## src/core/enhanced_timer_params.svh

```systemverilog
/*
  Offsets, field positions, reset values and counts of the enhanced timer.
  Assumes inclusion by bare name from the package and the timer module.
*/
`ifndef ENHANCED_TIMER_PARAMS_SVH
`define ENHANCED_TIMER_PARAMS_SVH
// Register byte addresses
`define OFS_CLOCK_RUN    8'h00
`define OFS_CHAN_A       8'h04
`define OFS_CHAN_B       8'h08
`define OFS_COUNT        8'h0C
`define OFS_COMPARE_A    8'h10
`define OFS_COMPARE_B    8'h14
`define OFS_FLAGS        8'h18
// Reset values
`define CTRL_RESET       8'h00
`define CMP_RESET        10'h000
// Fields of the clock and run register
`define BIT_PAUSE        7
`define BIT_ON           3
// Fields of the channel A register
`define BIT_CLR_SEL      0
`define BIT_DIR          1
// Counter limits and the period comparator step
`define COUNT_MAX        10'h3FF
`define PERIOD_LOW_ZERO  7'h00
`define PRESC_MAX        6'h3F
`define PRESC_DIV4       2'h3
`define PRESC_DIV16      4'hF
`endif

```

## src/core/enhanced_timer_pkg.sv

```systemverilog
/*
  Types of the enhanced timer: bus carriers and field encodings.
  Assumes the parameter header is on the include path.
*/
package enhanced_timer_pkg;
  `include "enhanced_timer_params.svh"
  // APB request from the master
  typedef struct packed {
    logic        psel;
    logic        penable;
    logic        pwrite;
    logic [7:0]  paddr;
    logic [31:0] pwdata;
  } apb_req_s;
  // APB answer to the master
  typedef struct packed {
    logic        pready;
    logic        pslverr;
    logic [31:0] prdata;
  } apb_rsp_s;
  // Channel operating modes
  typedef enum logic [1:0] {
    MODE_COMPARE = 2'h0,
    MODE_CAPTURE = 2'h1,
    MODE_PWM     = 2'h2,
    MODE_TIMER   = 2'h3
  } chan_mode_e;
  // Counter clock sources
  typedef enum logic [2:0] {
    CK_SYS_DIV4 = 3'h0,
    CK_SYS      = 3'h1,
    CK_HI_DIV16 = 3'h2,
    CK_HI_DIV64 = 3'h3,
    CK_SUB      = 3'h4,
    CK_NONE     = 3'h5,
    CK_EXT_RISE = 3'h6,
    CK_EXT_FALL = 3'h7
  } clock_sel_e;
endpackage

```

## src/core/enhanced_timer.sv

```systemverilog
/*
  Enhanced timer: 10-bit up/down counter, period comparator, two compare
  channels with compare-match, PWM, single-pulse and capture pin functions,
  and an APB register slave.
  Assumes ref_clk_in is both system and high-speed clock; the subsidiary
  and external clocks and the channel pins come in asynchronously.
*/
`timescale 1ns/1ps
`include "enhanced_timer_params.svh"

module enhanced_timer
  import enhanced_timer_pkg::*;
(
  // Clock and reset
  input  wire logic       ref_clk_in,
  input  wire logic       rst_in,
  // Register bus
  input  wire apb_req_s   apb_in,
  output apb_rsp_s        apb_out,
  // Clock pins
  input  wire logic       external_clock_pin_in,
  input  wire logic       subsidiary_clock_in,
  // Channel A pins (enable low while driving)
  input  wire logic [1:0] chan_a_pin_in,
  output logic [1:0]      chan_a_pin_out,
  output logic [1:0]      chan_a_pin_oe_n_out,
  // Channel B pins (enable low while driving)
  input  wire logic [2:0] chan_b_pin_in,
  output logic [2:0]      chan_b_pin_out,
  output logic [2:0]      chan_b_pin_oe_n_out
);

  ////////////////////////////////////////////////////////////////////////////
  // Control registers and their fields
  logic [7:0]   clock_run_q;        // Pause, clock select, on, period
  logic [7:0]   chan_a_ctrl_q;      // Mode, pin function, level, invert
  logic [7:0]   chan_b_ctrl_q;      // Mode, pin function, level, alignment
  logic [2:0]   flags_q;            // Sticky match flags: period, B, A
  logic [9:0]   cnt_q;              // Counter
  logic         down_q;             // Counting direction
  logic         on_prev_q;          // Timer on, one cycle late
  logic [5:0]   presc_q;            // Free prescaler
  logic [2:0]   ext_sync_q;         // External clock synchroniser and history
  logic [2:0]   sub_sync_q;         // Subsidiary clock synchroniser and history
  logic [9:0]   cmp_w [2];          // Compare values per channel
  logic [1:0]   lvl_w;              // Channel levels before inversion
  logic [1:0]   drive_w;            // Channel drives its pins
  logic [1:0]   hit_w;              // Channel comparator matches
  logic [1:0]   cap_w;              // Channel capture events

  logic         counter_pause;      // Pause control
  clock_sel_e   counter_clock_select; // Clock source
  logic         timer_on;           // Overall on
  logic [2:0]   period_compare_value; // Period comparator value
  logic         counter_clear_select; // Clear on comparator A
  logic [1:0]   pwm_alignment;      // PWM alignment
  chan_mode_e   mode_w [2];         // Channel modes
  logic [1:0]   fn_w [2];           // Channel pin functions
  logic [1:0]   oc_w;               // Channel output control bits
  logic [1:0]   inv_w;              // Channel invert bits

  assign counter_pause        = clock_run_q[`BIT_PAUSE];
  assign counter_clock_select = clock_sel_e'(clock_run_q[6:4]);
  assign timer_on             = clock_run_q[`BIT_ON];
  assign period_compare_value = clock_run_q[2:0];
  assign counter_clear_select = chan_a_ctrl_q[`BIT_CLR_SEL];
  assign pwm_alignment        = chan_b_ctrl_q[1:0];
  assign mode_w[0] = chan_mode_e'(chan_a_ctrl_q[7:6]);
  assign mode_w[1] = chan_mode_e'(chan_b_ctrl_q[7:6]);
  assign fn_w[0]   = chan_a_ctrl_q[5:4];
  assign fn_w[1]   = chan_b_ctrl_q[5:4];
  assign oc_w      = {chan_b_ctrl_q[3], chan_a_ctrl_q[3]};
  assign inv_w     = {chan_b_ctrl_q[2], chan_a_ctrl_q[2]};

  ////////////////////////////////////////////////////////////////////////////
  // Counter clock selection
  logic tick;                        // One counting step due
  logic on_rise;                     // Timer switched on this cycle
  logic step;                        // Counter advances this cycle

  // Prescaler runs free so the divided clocks keep their phase
  always_ff @(posedge ref_clk_in or posedge rst_in) begin
    if (rst_in) begin
      presc_q <= 6'h00;
    end else begin
      presc_q <= presc_q + 6'h01;
    end
  end

  // Two-stage synchronisers, third stage only for edge detection
  always_ff @(posedge ref_clk_in or posedge rst_in) begin
    if (rst_in) begin
      ext_sync_q <= 3'h0;
      sub_sync_q <= 3'h0;
    end else begin
      ext_sync_q <= {ext_sync_q[1:0], external_clock_pin_in};
      sub_sync_q <= {sub_sync_q[1:0], subsidiary_clock_in};
    end
  end

  // Tick from the selected source; code 101 gives none
  always_comb begin
    case (counter_clock_select)
      CK_SYS_DIV4: tick = (presc_q[1:0] == `PRESC_DIV4);
      CK_SYS:      tick = 1'b1;
      CK_HI_DIV16: tick = (presc_q[3:0] == `PRESC_DIV16);
      CK_HI_DIV64: tick = (presc_q == `PRESC_MAX);
      CK_SUB:      tick = sub_sync_q[1] & ~sub_sync_q[2];
      CK_EXT_RISE: tick = ext_sync_q[1] & ~ext_sync_q[2];
      CK_EXT_FALL: tick = ~ext_sync_q[1] & ext_sync_q[2];
      default:     tick = 1'b0;
    endcase
  end

  assign on_rise = timer_on & ~on_prev_q;
  assign step    = timer_on & ~counter_pause & tick & ~on_rise;

  ////////////////////////////////////////////////////////////////////////////
  // Comparators and clear source
  logic [9:0] period_top;            // Period comparator point
  logic       per_hit;               // Period match or overflow
  logic       clear_on_a;            // Comparator A clears the counter
  logic       centre;                // Centre-aligned counting
  logic [9:0] top;                   // Turning or clearing point

  // Matches fall on multiples of 128; zero means full range
  assign period_top = (period_compare_value == 3'h0) ? `COUNT_MAX :
                      {period_compare_value, `PERIOD_LOW_ZERO};
  assign per_hit    = step & (cnt_q == period_top);
  // Clear select has no meaning in pulse or capture operation beyond masking the period flag
  assign clear_on_a = counter_clear_select &
                      ~(mode_w[0] == MODE_CAPTURE) &
                      ~(mode_w[0] == MODE_PWM && fn_w[0] == 2'h3);
  assign centre     = (pwm_alignment != 2'h0) &
                      ((mode_w[0] == MODE_PWM) | (mode_w[1] == MODE_PWM));
  assign top        = clear_on_a ? cmp_w[0] : period_top;

  ////////////////////////////////////////////////////////////////////////////
  // Counter and direction
  always_ff @(posedge ref_clk_in or posedge rst_in) begin
    if (rst_in) begin
      cnt_q     <= `CMP_RESET;
      down_q    <= 1'b0;
      on_prev_q <= 1'b0;
    end else begin
      on_prev_q <= timer_on;
      if (on_rise) begin
        cnt_q  <= `CMP_RESET;
        down_q <= 1'b0;
      end else if (step && centre) begin
        // Centre alignment turns at the top and at zero
        if (!down_q && cnt_q == top) begin
          cnt_q  <= cnt_q - 10'h001;
          down_q <= 1'b1;
        end else if (down_q && cnt_q == 10'h000) begin
          cnt_q  <= 10'h001;
          down_q <= 1'b0;
        end else begin
          cnt_q <= down_q ? cnt_q - 10'h001 : cnt_q + 10'h001;
        end
      end else if (step) begin
        // Edge alignment clears at the chosen point, wraps at full range
        down_q <= 1'b0;
        cnt_q  <= (cnt_q == top) ? `CMP_RESET : cnt_q + 10'h001;
      end
    end
  end

  ////////////////////////////////////////////////////////////////////////////
  // Bus write decode
  logic       wr_en;                 // Write takes effect now
  logic [1:0] cmp_wr;                // Write to a compare register

  assign wr_en     = apb_in.psel & apb_in.penable & apb_in.pwrite & apb_out.pready;
  assign cmp_wr[0] = wr_en & (apb_in.paddr == `OFS_COMPARE_A);
  assign cmp_wr[1] = wr_en & (apb_in.paddr == `OFS_COMPARE_B);

  ////////////////////////////////////////////////////////////////////////////
  // Channels: compare value, capture and output level
  genvar ch;
  generate
    for (ch = 0; ch < 2; ch++) begin : g_chan
      logic [9:0] cmp_q;             // Compare or captured value
      logic       lvl_q;             // Pin level before inversion
      logic       pulse_q;           // Single pulse still active
      logic [2:0] pins_s1_q;         // First synchroniser stage
      logic [2:0] pins_s2_q;         // Second synchroniser stage
      logic [2:0] pins_s3_q;         // History for edges
      logic       rise;              // Rising edge on any pin
      logic       fall;              // Falling edge on any pin
      logic       dir_ok;            // Match direction accepted
      logic       active;            // PWM active phase

      // Pin inputs cross into the clock domain
      always_ff @(posedge ref_clk_in or posedge rst_in) begin
        if (rst_in) begin
          pins_s1_q <= 3'h0;
          pins_s2_q <= 3'h0;
          pins_s3_q <= 3'h0;
        end else begin
          pins_s1_q <= (ch == 0) ? {1'b0, chan_a_pin_in} : chan_b_pin_in;
          pins_s2_q <= pins_s1_q;
          pins_s3_q <= pins_s2_q;
        end
      end

      assign rise = |(pins_s2_q & ~pins_s3_q);
      assign fall = |(~pins_s2_q & pins_s3_q);
      assign hit_w[ch] = step & (cnt_q == cmp_q);
      // Capture edge choice; 10 takes both edges
      always_comb begin
        case (fn_w[ch])
          2'h0:    cap_w[ch] = rise;
          2'h1:    cap_w[ch] = fall;
          2'h2:    cap_w[ch] = rise | fall;
          default: cap_w[ch] = 1'b0;
        endcase
        if (!(timer_on && mode_w[ch] == MODE_CAPTURE)) begin
          cap_w[ch] = 1'b0;
        end
      end

      // Captured counter value wins over a bus write
      always_ff @(posedge ref_clk_in or posedge rst_in) begin
        if (rst_in) begin
          cmp_q <= `CMP_RESET;
        end else if (cap_w[ch]) begin
          cmp_q <= cnt_q;
        end else if (cmp_wr[ch]) begin
          cmp_q <= apb_in.pwdata[9:0];
        end
      end

      // Centre matches count only in the chosen direction
      assign dir_ok = (pwm_alignment == 2'h3) |
                      (pwm_alignment == 2'h1 && !down_q) |
                      (pwm_alignment == 2'h2 && down_q);

      // Active phase of the PWM or pulse functions
      always_comb begin
        case (fn_w[ch])
          2'h0:    active = 1'b0;
          2'h1:    active = 1'b1;
          2'h2:    active = centre ? (lvl_q == oc_w[ch]) : (cnt_q < cmp_q);
          default: active = pulse_q;
        endcase
        if (fn_w[ch] == 2'h2 && centre && hit_w[ch] && dir_ok) begin
          active = ~active;
        end
      end

      // Compare level follows A or B matches only, never the period match; edge PWM level also turns at the counter wrap
      always_ff @(posedge ref_clk_in or posedge rst_in) begin
        if (rst_in) begin
          lvl_q   <= 1'b0;
          pulse_q <= 1'b0;
        end else if (on_rise) begin
          lvl_q   <= (mode_w[ch] == MODE_PWM) ? ~oc_w[ch] : oc_w[ch];
          pulse_q <= 1'b1;
        end else if (mode_w[ch] == MODE_COMPARE && hit_w[ch]) begin
          case (fn_w[ch])
            2'h1:    lvl_q <= 1'b0;
            2'h2:    lvl_q <= 1'b1;
            2'h3:    lvl_q <= ~lvl_q;
            default: lvl_q <= lvl_q;
          endcase
        end else if (mode_w[ch] == MODE_PWM) begin
          // Active level set by the output control bit
          lvl_q <= active ? oc_w[ch] : ~oc_w[ch];
          if (hit_w[ch]) begin
            pulse_q <= 1'b0;
          end
        end
      end

      assign cmp_w[ch] = cmp_q;
      assign lvl_w[ch] = lvl_q;
      // Capture and timer modes leave pins free; A idle in PWM when A sets period, still driven in compare
      assign drive_w[ch] = (mode_w[ch] == MODE_COMPARE) |
                           (mode_w[ch] == MODE_PWM && !(ch == 0 && clear_on_a));
    end
  endgenerate

  ////////////////////////////////////////////////////////////////////////////
  // Pin outputs, inverted per channel
  always_ff @(posedge ref_clk_in or posedge rst_in) begin
    if (rst_in) begin
      chan_a_pin_out      <= 2'h0;
      chan_b_pin_out      <= 3'h0;
      chan_a_pin_oe_n_out <= 2'h3;
      chan_b_pin_oe_n_out <= 3'h7;
    end else begin
      chan_a_pin_out      <= {2{lvl_w[0] ^ inv_w[0]}};
      chan_b_pin_out      <= {3{lvl_w[1] ^ inv_w[1]}};
      chan_a_pin_oe_n_out <= {2{~drive_w[0]}};
      chan_b_pin_oe_n_out <= {3{~drive_w[1]}};
    end
  end

  ////////////////////////////////////////////////////////////////////////////
  // Sticky match flags; hardware set wins over a bus clear
  always_ff @(posedge ref_clk_in or posedge rst_in) begin
    if (rst_in) begin
      flags_q <= 3'h0;
    end else begin
      flags_q <= (flags_q & ~((wr_en && apb_in.paddr == `OFS_FLAGS) ?
                              apb_in.pwdata[2:0] : 3'h0))
                 | {per_hit & ~counter_clear_select,
                    hit_w[1] | cap_w[1], hit_w[0] | cap_w[0]};
    end
  end

  ////////////////////////////////////////////////////////////////////////////
  // Control register writes; direction bit stays read-only
  always_ff @(posedge ref_clk_in or posedge rst_in) begin
    if (rst_in) begin
      clock_run_q   <= `CTRL_RESET;
      chan_a_ctrl_q <= `CTRL_RESET;
      chan_b_ctrl_q <= `CTRL_RESET;
    end else if (wr_en) begin
      case (apb_in.paddr)
        `OFS_CLOCK_RUN: clock_run_q   <= apb_in.pwdata[7:0];
        `OFS_CHAN_A:    chan_a_ctrl_q <= apb_in.pwdata[7:0];
        `OFS_CHAN_B:    chan_b_ctrl_q <= apb_in.pwdata[7:0];
        default:        clock_run_q   <= clock_run_q;
      endcase
    end
  end

  ////////////////////////////////////////////////////////////////////////////
  // APB answer: data latched in the setup cycle, ready in the access cycle
  logic [31:0] rd_mux;               // Read data for the addressed word
  logic        unmapped;             // No register at the address

  always_comb begin
    rd_mux   = 32'h0000_0000;
    unmapped = 1'b0;
    case (apb_in.paddr)
      `OFS_CLOCK_RUN: rd_mux[7:0] = clock_run_q;
      `OFS_CHAN_A:    rd_mux[7:0] = {chan_a_ctrl_q[7:2], down_q,
                                     chan_a_ctrl_q[0]};
      `OFS_CHAN_B:    rd_mux[7:0] = chan_b_ctrl_q;
      `OFS_COUNT:     rd_mux[9:0] = cnt_q;
      `OFS_COMPARE_A: rd_mux[9:0] = cmp_w[0];
      `OFS_COMPARE_B: rd_mux[9:0] = cmp_w[1];
      `OFS_FLAGS:     rd_mux[2:0] = flags_q;
      default:        unmapped    = 1'b1;
    endcase
  end

  // One wait-free access phase per transfer
  always_ff @(posedge ref_clk_in or posedge rst_in) begin
    if (rst_in) begin
      apb_out <= '0;
    end else begin
      apb_out.pready  <= apb_in.psel & ~apb_in.penable;
      apb_out.pslverr <= apb_in.psel & ~apb_in.penable & unmapped;
      if (apb_in.psel && !apb_in.penable) begin
        apb_out.prdata <= apb_in.pwrite ? 32'h0000_0000 : rd_mux;
      end
    end
  end

endmodule

```

## config.mk

```make
export PLATFORM = sky130hd
export DESIGN_NAME = enhanced_timer
export DESIGN_NICKNAME = d
export VERILOG_FILES = /design/src/core/enhanced_timer_pkg.sv /design/src/core/enhanced_timer.sv
export VERILOG_INCLUDE_DIRS = /design/src /design/src/core
export SDC_FILE = /design/constraint.sdc
export NUM_CORES = 1
export LEC_CHECK = 0
export ABC_CLOCK_PERIOD_IN_PS = 3800
export BUFFER_PORTS_ARGS = -buffer_cell sky130_fd_sc_hd__buf_2
export CORE_MARGIN = 3
export CORE_UTILIZATION = 58
export DETAILED_ROUTE_END_ITERATION = 8
export PLACE_DENSITY = 0.92
export SYNTH_ARGS = -nofsm -noshare
export SYNTH_HDL_FRONTEND = slang
export SYNTH_SLANG_ARGS = --single-unit
```

## constraint.sdc

```tcl
create_clock -name ref_clk_in -period 3.8 [get_ports ref_clk_in]
set_clock_uncertainty 0.05 [all_clocks]
set_input_delay 0 -clock ref_clk_in [delete_from_list [all_inputs] [get_ports ref_clk_in]]
set_output_delay 0 -clock ref_clk_in [all_outputs]
set_load 0.02 [all_outputs]
```

Word-level counts from Yosys, hierarchy flattened --
Cells that the tools add are included.
Cells by class: add/sub/neg operators 3, order comparisons 2, eq/ne operators 39, mux-type cells 55, bitwise logic cells 61, reductions and logical operators 53
Operators by type and width (count):
- $mux 10 | 14
- $eq 10x10->1 | 4
- $mux 1 | 30
- $pmux 5 s6 | 1
- $eq 8x5->1 const B | 3
- $and 1x1->1 | 21
- $pmux 3 s7 | 1
- $lt 10x10->1 | 2
- $logic_and 1x1->1 | 19
- $eq 2x2->1 const B | 9
- $not 1->1 | 18
- $pmux 1 s3 | 6
- $eq 8x4->1 const B | 2
- $reduce_bool 2->1 | 7
- $reduce_and 2->1 | 6
- $reduce_or 3->1 | 4
- $add 10x1->10 const B | 1
- $eq 2x1->1 const B | 5
- $logic_not 10->1 | 1
- $sub 10x1->10 const B | 1
- $and 3x3->3 | 3
- $eq 3x3->1 const B | 3
- $not 3->3 | 3
- $or 1x1->1 | 9
- 26 further kinds | 40
Storage, ports and cells: bits in registers 128, bits of input ports 52, output and inout port bits 44

Longest topological paths before layout --
depth in word-level cells 13, mapped depth 11, mapped depth without buffers 10

Worst setup path after synthesis --
OpenSTA, ideal clock, no wires.
kind register -> register, from register cnt_q[1], to register cnt_q[4], arrival time 2.644 ns, data required time 3.627 ns, setup slack 0.983 ns, cell stages (with the launch flop) 12, path buffers 1, path through dfrtp_1 clkbuf_1 inv_1 ha_1 nor3b_2 nand2_1 or3_1 nor4b_2 nor2b_1 mux2_2 a221oi_2 o21ai_1
On the way: word-level cells in the longest chain between the ends 6
Ends and longest elaborated chain:
- from (decl) | RTL line enhanced_timer.sv:39 | logic [9:0] cnt_q;
- from (signal assigned) | RTL line enhanced_timer.sv:142 | cnt_q <= `CMP_RESET;
- from (signal assigned) | RTL line enhanced_timer.sv:148 | cnt_q <= `CMP_RESET;
- from (signal assigned) | RTL line enhanced_timer.sv:153 | cnt_q <= cnt_q - 10'h001;
- $add 10x1->10 (tied with other cells) | RTL line enhanced_timer.sv:159, enhanced_timer.sv:164
- $mux 10 / $logic_and 1x1->1 (equally long branches) | RTL line enhanced_timer.sv:159, enhanced_timer.sv:155
- $mux 10 | RTL line enhanced_timer.sv:155 | end else if (down_q && cnt_q == 10'h000) begin
- $mux 10 | RTL line enhanced_timer.sv:152 | if (!down_q && cnt_q == top) begin
- $mux 10 (*) | RTL line enhanced_timer.sv:150 | end else if (step && centre) begin
- $mux 10 (*) | RTL line enhanced_timer.sv:147 | if (on_rise) begin
Mark *: on every way between the ends. The rest lies on a longest branch, timed or not. The select of a mux whose other input is x is not followed. A chain may end at the register's enable or synchronous reset.

Worst setup path after layout --
from register chan_a_ctrl_q[6], to register cnt_q[7]
On the way: word-level cells in the longest chain between the ends 10
Ends and longest elaborated chain:
- from (decl) | RTL line enhanced_timer.sv:36 | logic [7:0] chan_a_ctrl_q;
- from (signal assigned) | RTL line enhanced_timer.sv:318 | chan_a_ctrl_q <= `CTRL_RESET;
- from (signal assigned) | RTL line enhanced_timer.sv:323 | `OFS_CHAN_A: chan_a_ctrl_q <= apb_in.pwdata[7:0];
- $eq 2x1->1 / $eq 2x2->1 (equally long branches) | RTL line enhanced_timer.sv:132, enhanced_timer.sv:133, enhanced_timer.sv:135
- $not 1->1 / $logic_and 1x1->1 (equally long branches) | RTL line enhanced_timer.sv:132, enhanced_timer.sv:133
- $and 1x1->1 / $not 1->1 (equally long branches) | RTL line enhanced_timer.sv:131, enhanced_timer.sv:133
- $and 1x1->1 | RTL line enhanced_timer.sv:132 | ~(mode_w[0] == MODE_CAPTURE) &
- $mux 10 | RTL line enhanced_timer.sv:136 | assign top = clear_on_a ? cmp_w[0] : period_top;
- $eq 10x10->1 | RTL line enhanced_timer.sv:152, enhanced_timer.sv:164
- $mux 10 / $logic_and 1x1->1 (equally long branches) | RTL line enhanced_timer.sv:164, enhanced_timer.sv:152
- $mux 10 (on tied branches) | RTL line enhanced_timer.sv:161, enhanced_timer.sv:152
- $mux 10 | RTL line enhanced_timer.sv:150
- $mux 10 | RTL line enhanced_timer.sv:147
- to (signal assigned) | RTL line enhanced_timer.sv:148
- to (signal assigned) | RTL line enhanced_timer.sv:153
- to (signal assigned) | RTL line enhanced_timer.sv:164 | cnt_q <= (cnt_q == top) ? `CMP_RESET : cnt_q + 10'h001;
Several ways; a longest one is shown, not always the timed one. The select of a mux whose other input is x is not followed.

==> out/metrics.yaml <==
grt_pass1_vias: 5708
synth-compound-area-share: 0.200
async_reset_ff_frac: 1.00
multi_input_area_um2: 3450
cts-root-buf: "clkbuf_16"
synthDistinctLibCells: 79
hpwl_mm: 12.9
ant_nets: 0
vias: 5850
cp.required_ns: 4.05
use_met1: 0.371
cpPeakStageDelay_ns: 0.71
slew_headroom: 0.389
worstPathCellList: "nor2b_1 > nor3_4 > a311oi_1 > a31oi_2 > a41oi_2 > mux2_2 > a22oi_1 > a22o_1"
netlist_area_um2: 6590
syn_avg_cell_area_um2: 9.34
report.final.slew_viol_count: 0
nets: 828
synth_area_leaders: "dfrtp_1, mux2_2, ha_1, buf_4, o21ai_0"
synth_fa_ha_area_frac: 0.0436
viasPerCell: 6.51
yosys.area.top_type: "dfrtp_1"
synth-simple-area-share: 0.157
place_congestion: 0.977
stdcell_area_um2: 7330
hold_ws_ns: 0.157
synth_xor_area_frac: 0.0292
clock_path_buffers: 2
io_buffers: 51
grt_usage: 0.296
synth_warnings: 0
setup_viol: 0
cts_tree: "built"
rsz0062_at_grt: "false"
worst-path-buf-inv: 0
post-route-util: 0.667
maxCapViolations: 0
ir_drop_mv: 0.613
drcViolationCount: 0
htreeDepth: 3
cp_max_fo: 14
fin_crit_ns: 3.48
status: "completed"
yosysSeqAreaShare: 0.399
finalCritPeriodShare: 0.915
p_leak_nw: 3.49
hold_violations: 0
cts_hold_buf: 22
clock-sinks: 105
setup_tns_ns: 0
synth.most_common_cell: "dfrtp_1"
synth-edff-count: 0
use_met3: 0.0771
n_antenna_cell: 0
area_delta_synth_final_pct: 11.2
drt-total-wl_mm: 18.6
coreArea_um2: 11000
synth_commonest_cells: "dfrtp_1, nand2_1, o21ai_0"
power.density_nw_per_um2: 316
die-area_um2: 12700
cp-end-kind: "register"
synth_seq_cells: 105
synth_top_area_share: 0.391
grt_overflow_total: 0
hold_path_class: "primary input to register"
synthCells: 706
die_y_um: 113
cp-start-kind: "register"
synth_mux_area_frac: 0.0795
cts_inserted_buffers: 9
grt.busiest_layer: "met2"
grt_pass1_wl_mm: 29.8
finalPower_mw: 2.31
arrival_ns: 3.73
row_count: 38
start_util: 0.600
fill_cells: 830
grt_max_degree: 72
post_drt_wl_per_cell_um: 20.7
insertion_delay_ns: 0.36
die_x_um: 113
worst-setup-path-type: "register to register"
io-pin-count: 96
max_freq_mhz: 288
antenna_found_initial: 0
seqCellArea_um2: 2630
synth_top_family_by_area: "compound AO/OA/AOI/OAI gates"
clkTransAtPathRegs_ns: 0.08
drt_first_pass_iters: 6
drive_above_1_share: 0.169
slowest_stage: "a41oi_2"
postCtsSetupBuffers: 0
max_slew.worst_pin.slew_ns: 0.914
ys.flop_type: "dfrtp_1"
cp_top_family: "compound AO/OA/AOI/OAI gates"
placed_area_um2: 6790
drt_first_iter_violations: 667
cts.repair.resized: 0
grt_util_met2: 0.472
-- flip-flops by register name (all words and copies together) (netlist names), 2 cells and up --
| signal | cells |
|---|---|
| apb_out | 12 |
| chan_a_ctrl_q | 7 |
| chan_b_ctrl_q | 8 |
| clock_run_q | 8 |
| cnt_q | 10 |
| ext_sync_q | 3 |
| flags_q | 3 |
| g_chan.cmp_q | 20 |
| g_chan.lvl_q | 2 |
| g_chan.pins_s1_q | 5 |
| g_chan.pins_s2_q | 5 |
| g_chan.pins_s3_q | 5 |
| g_chan.pulse_q | 2 |
| presc_q | 6 |
| sub_sync_q | 3 |
-- power breakdown --
group	leakage, nW	switching (mW)	internal, mW	total [mW]
logic	2.02	0.100	0.0516	0.152
clock network	0.153	0.478	0.532	1.01
registers	1.32	0.0152	1.14	1.15
-- cell families (layout without fill, tap and decap cells) --
group / count (synthesis) / in the layout
xor+xnor: 22 / 22
buf+inv: 117 / 148
fa+ha+maj: 23 / 23
simple gates: 203 / 203
mux: 49 / 49
compound gates: 186 / 186
other cells: 1 / 22
flops: 105 / 105
-- metrics by stage --
stage	instances	setup WS, ns
2_1_floorplan	727	0.983
3_3_place_gp	860	0.675
3_5_place_dp	860	0.525
4_1_cts	898	0.445
5_1_grt	898	0.165
6_report	898	0.324
-- metal layers --
layer / routed length (µm) / vias to the layer above
met5: 0 / -
met4: 1070 / 0
met3: 1780 / 100
met2: 8730 / 389
met1: 7040 / 2757
li1: - / 2604
-- worst paths after layout --
kind	startpoint	to	slack, ns	depth (start not counted)
max	chan_a_ctrl_q[6]	cnt_q[7]	0.32	8
min	apb_in[37]	apb_out[1]	0.16	5
max reg2reg	chan_a_ctrl_q[6]	cnt_q[7]	0.32	8
min reg2reg	g_chan[0].pins_s1_q[0]	g_chan[0].pins_s2_q[0]	0.30	0
max in group asynchronous	rst_in	down_q	2.37	4
min in group asynchronous	rst_in	ext_sync_q[1]	0.35	3
-- tightest hold or removal path: cells and delay by family --
| family | cells | cell delay [ns] |
|---|---|---|
| AOI/OAI and AO/OA | 2 | 0.22 |
| and+or+nand+nor | 2 | 0.24 |
| buffers and inverters | 1 | 0.08 |
-- final cells by class --
cell class | count | area share
clock buffer | 9 | 0.0307
clock inverter | 7 | 0.0128
inverter | 45 | 0.0234
multi-input combinational | 505 | 0.471
sequential | 105 | 0.359
tap | 140 | 0.0239
timing repair buffer | 87 | 0.0792
-- layout by cell type, fill, tap and decap left out, types with 11 or more instances in the layout --
master	count
buf_2	51
a21oi_1	27
a22oi_1	11
buf_4	14
mux2i_1	22
ha_1	23
nand2_1	68
mux2_2	27
nor3_1	12
dfrtp_1	103
xor2_1	13
nor2_1	36
conb_1	22
o21ai_0	51
dlygate4sd3_1	22
inv_1	44
nand3_1	16
Power figures use the tool's default switching activity.
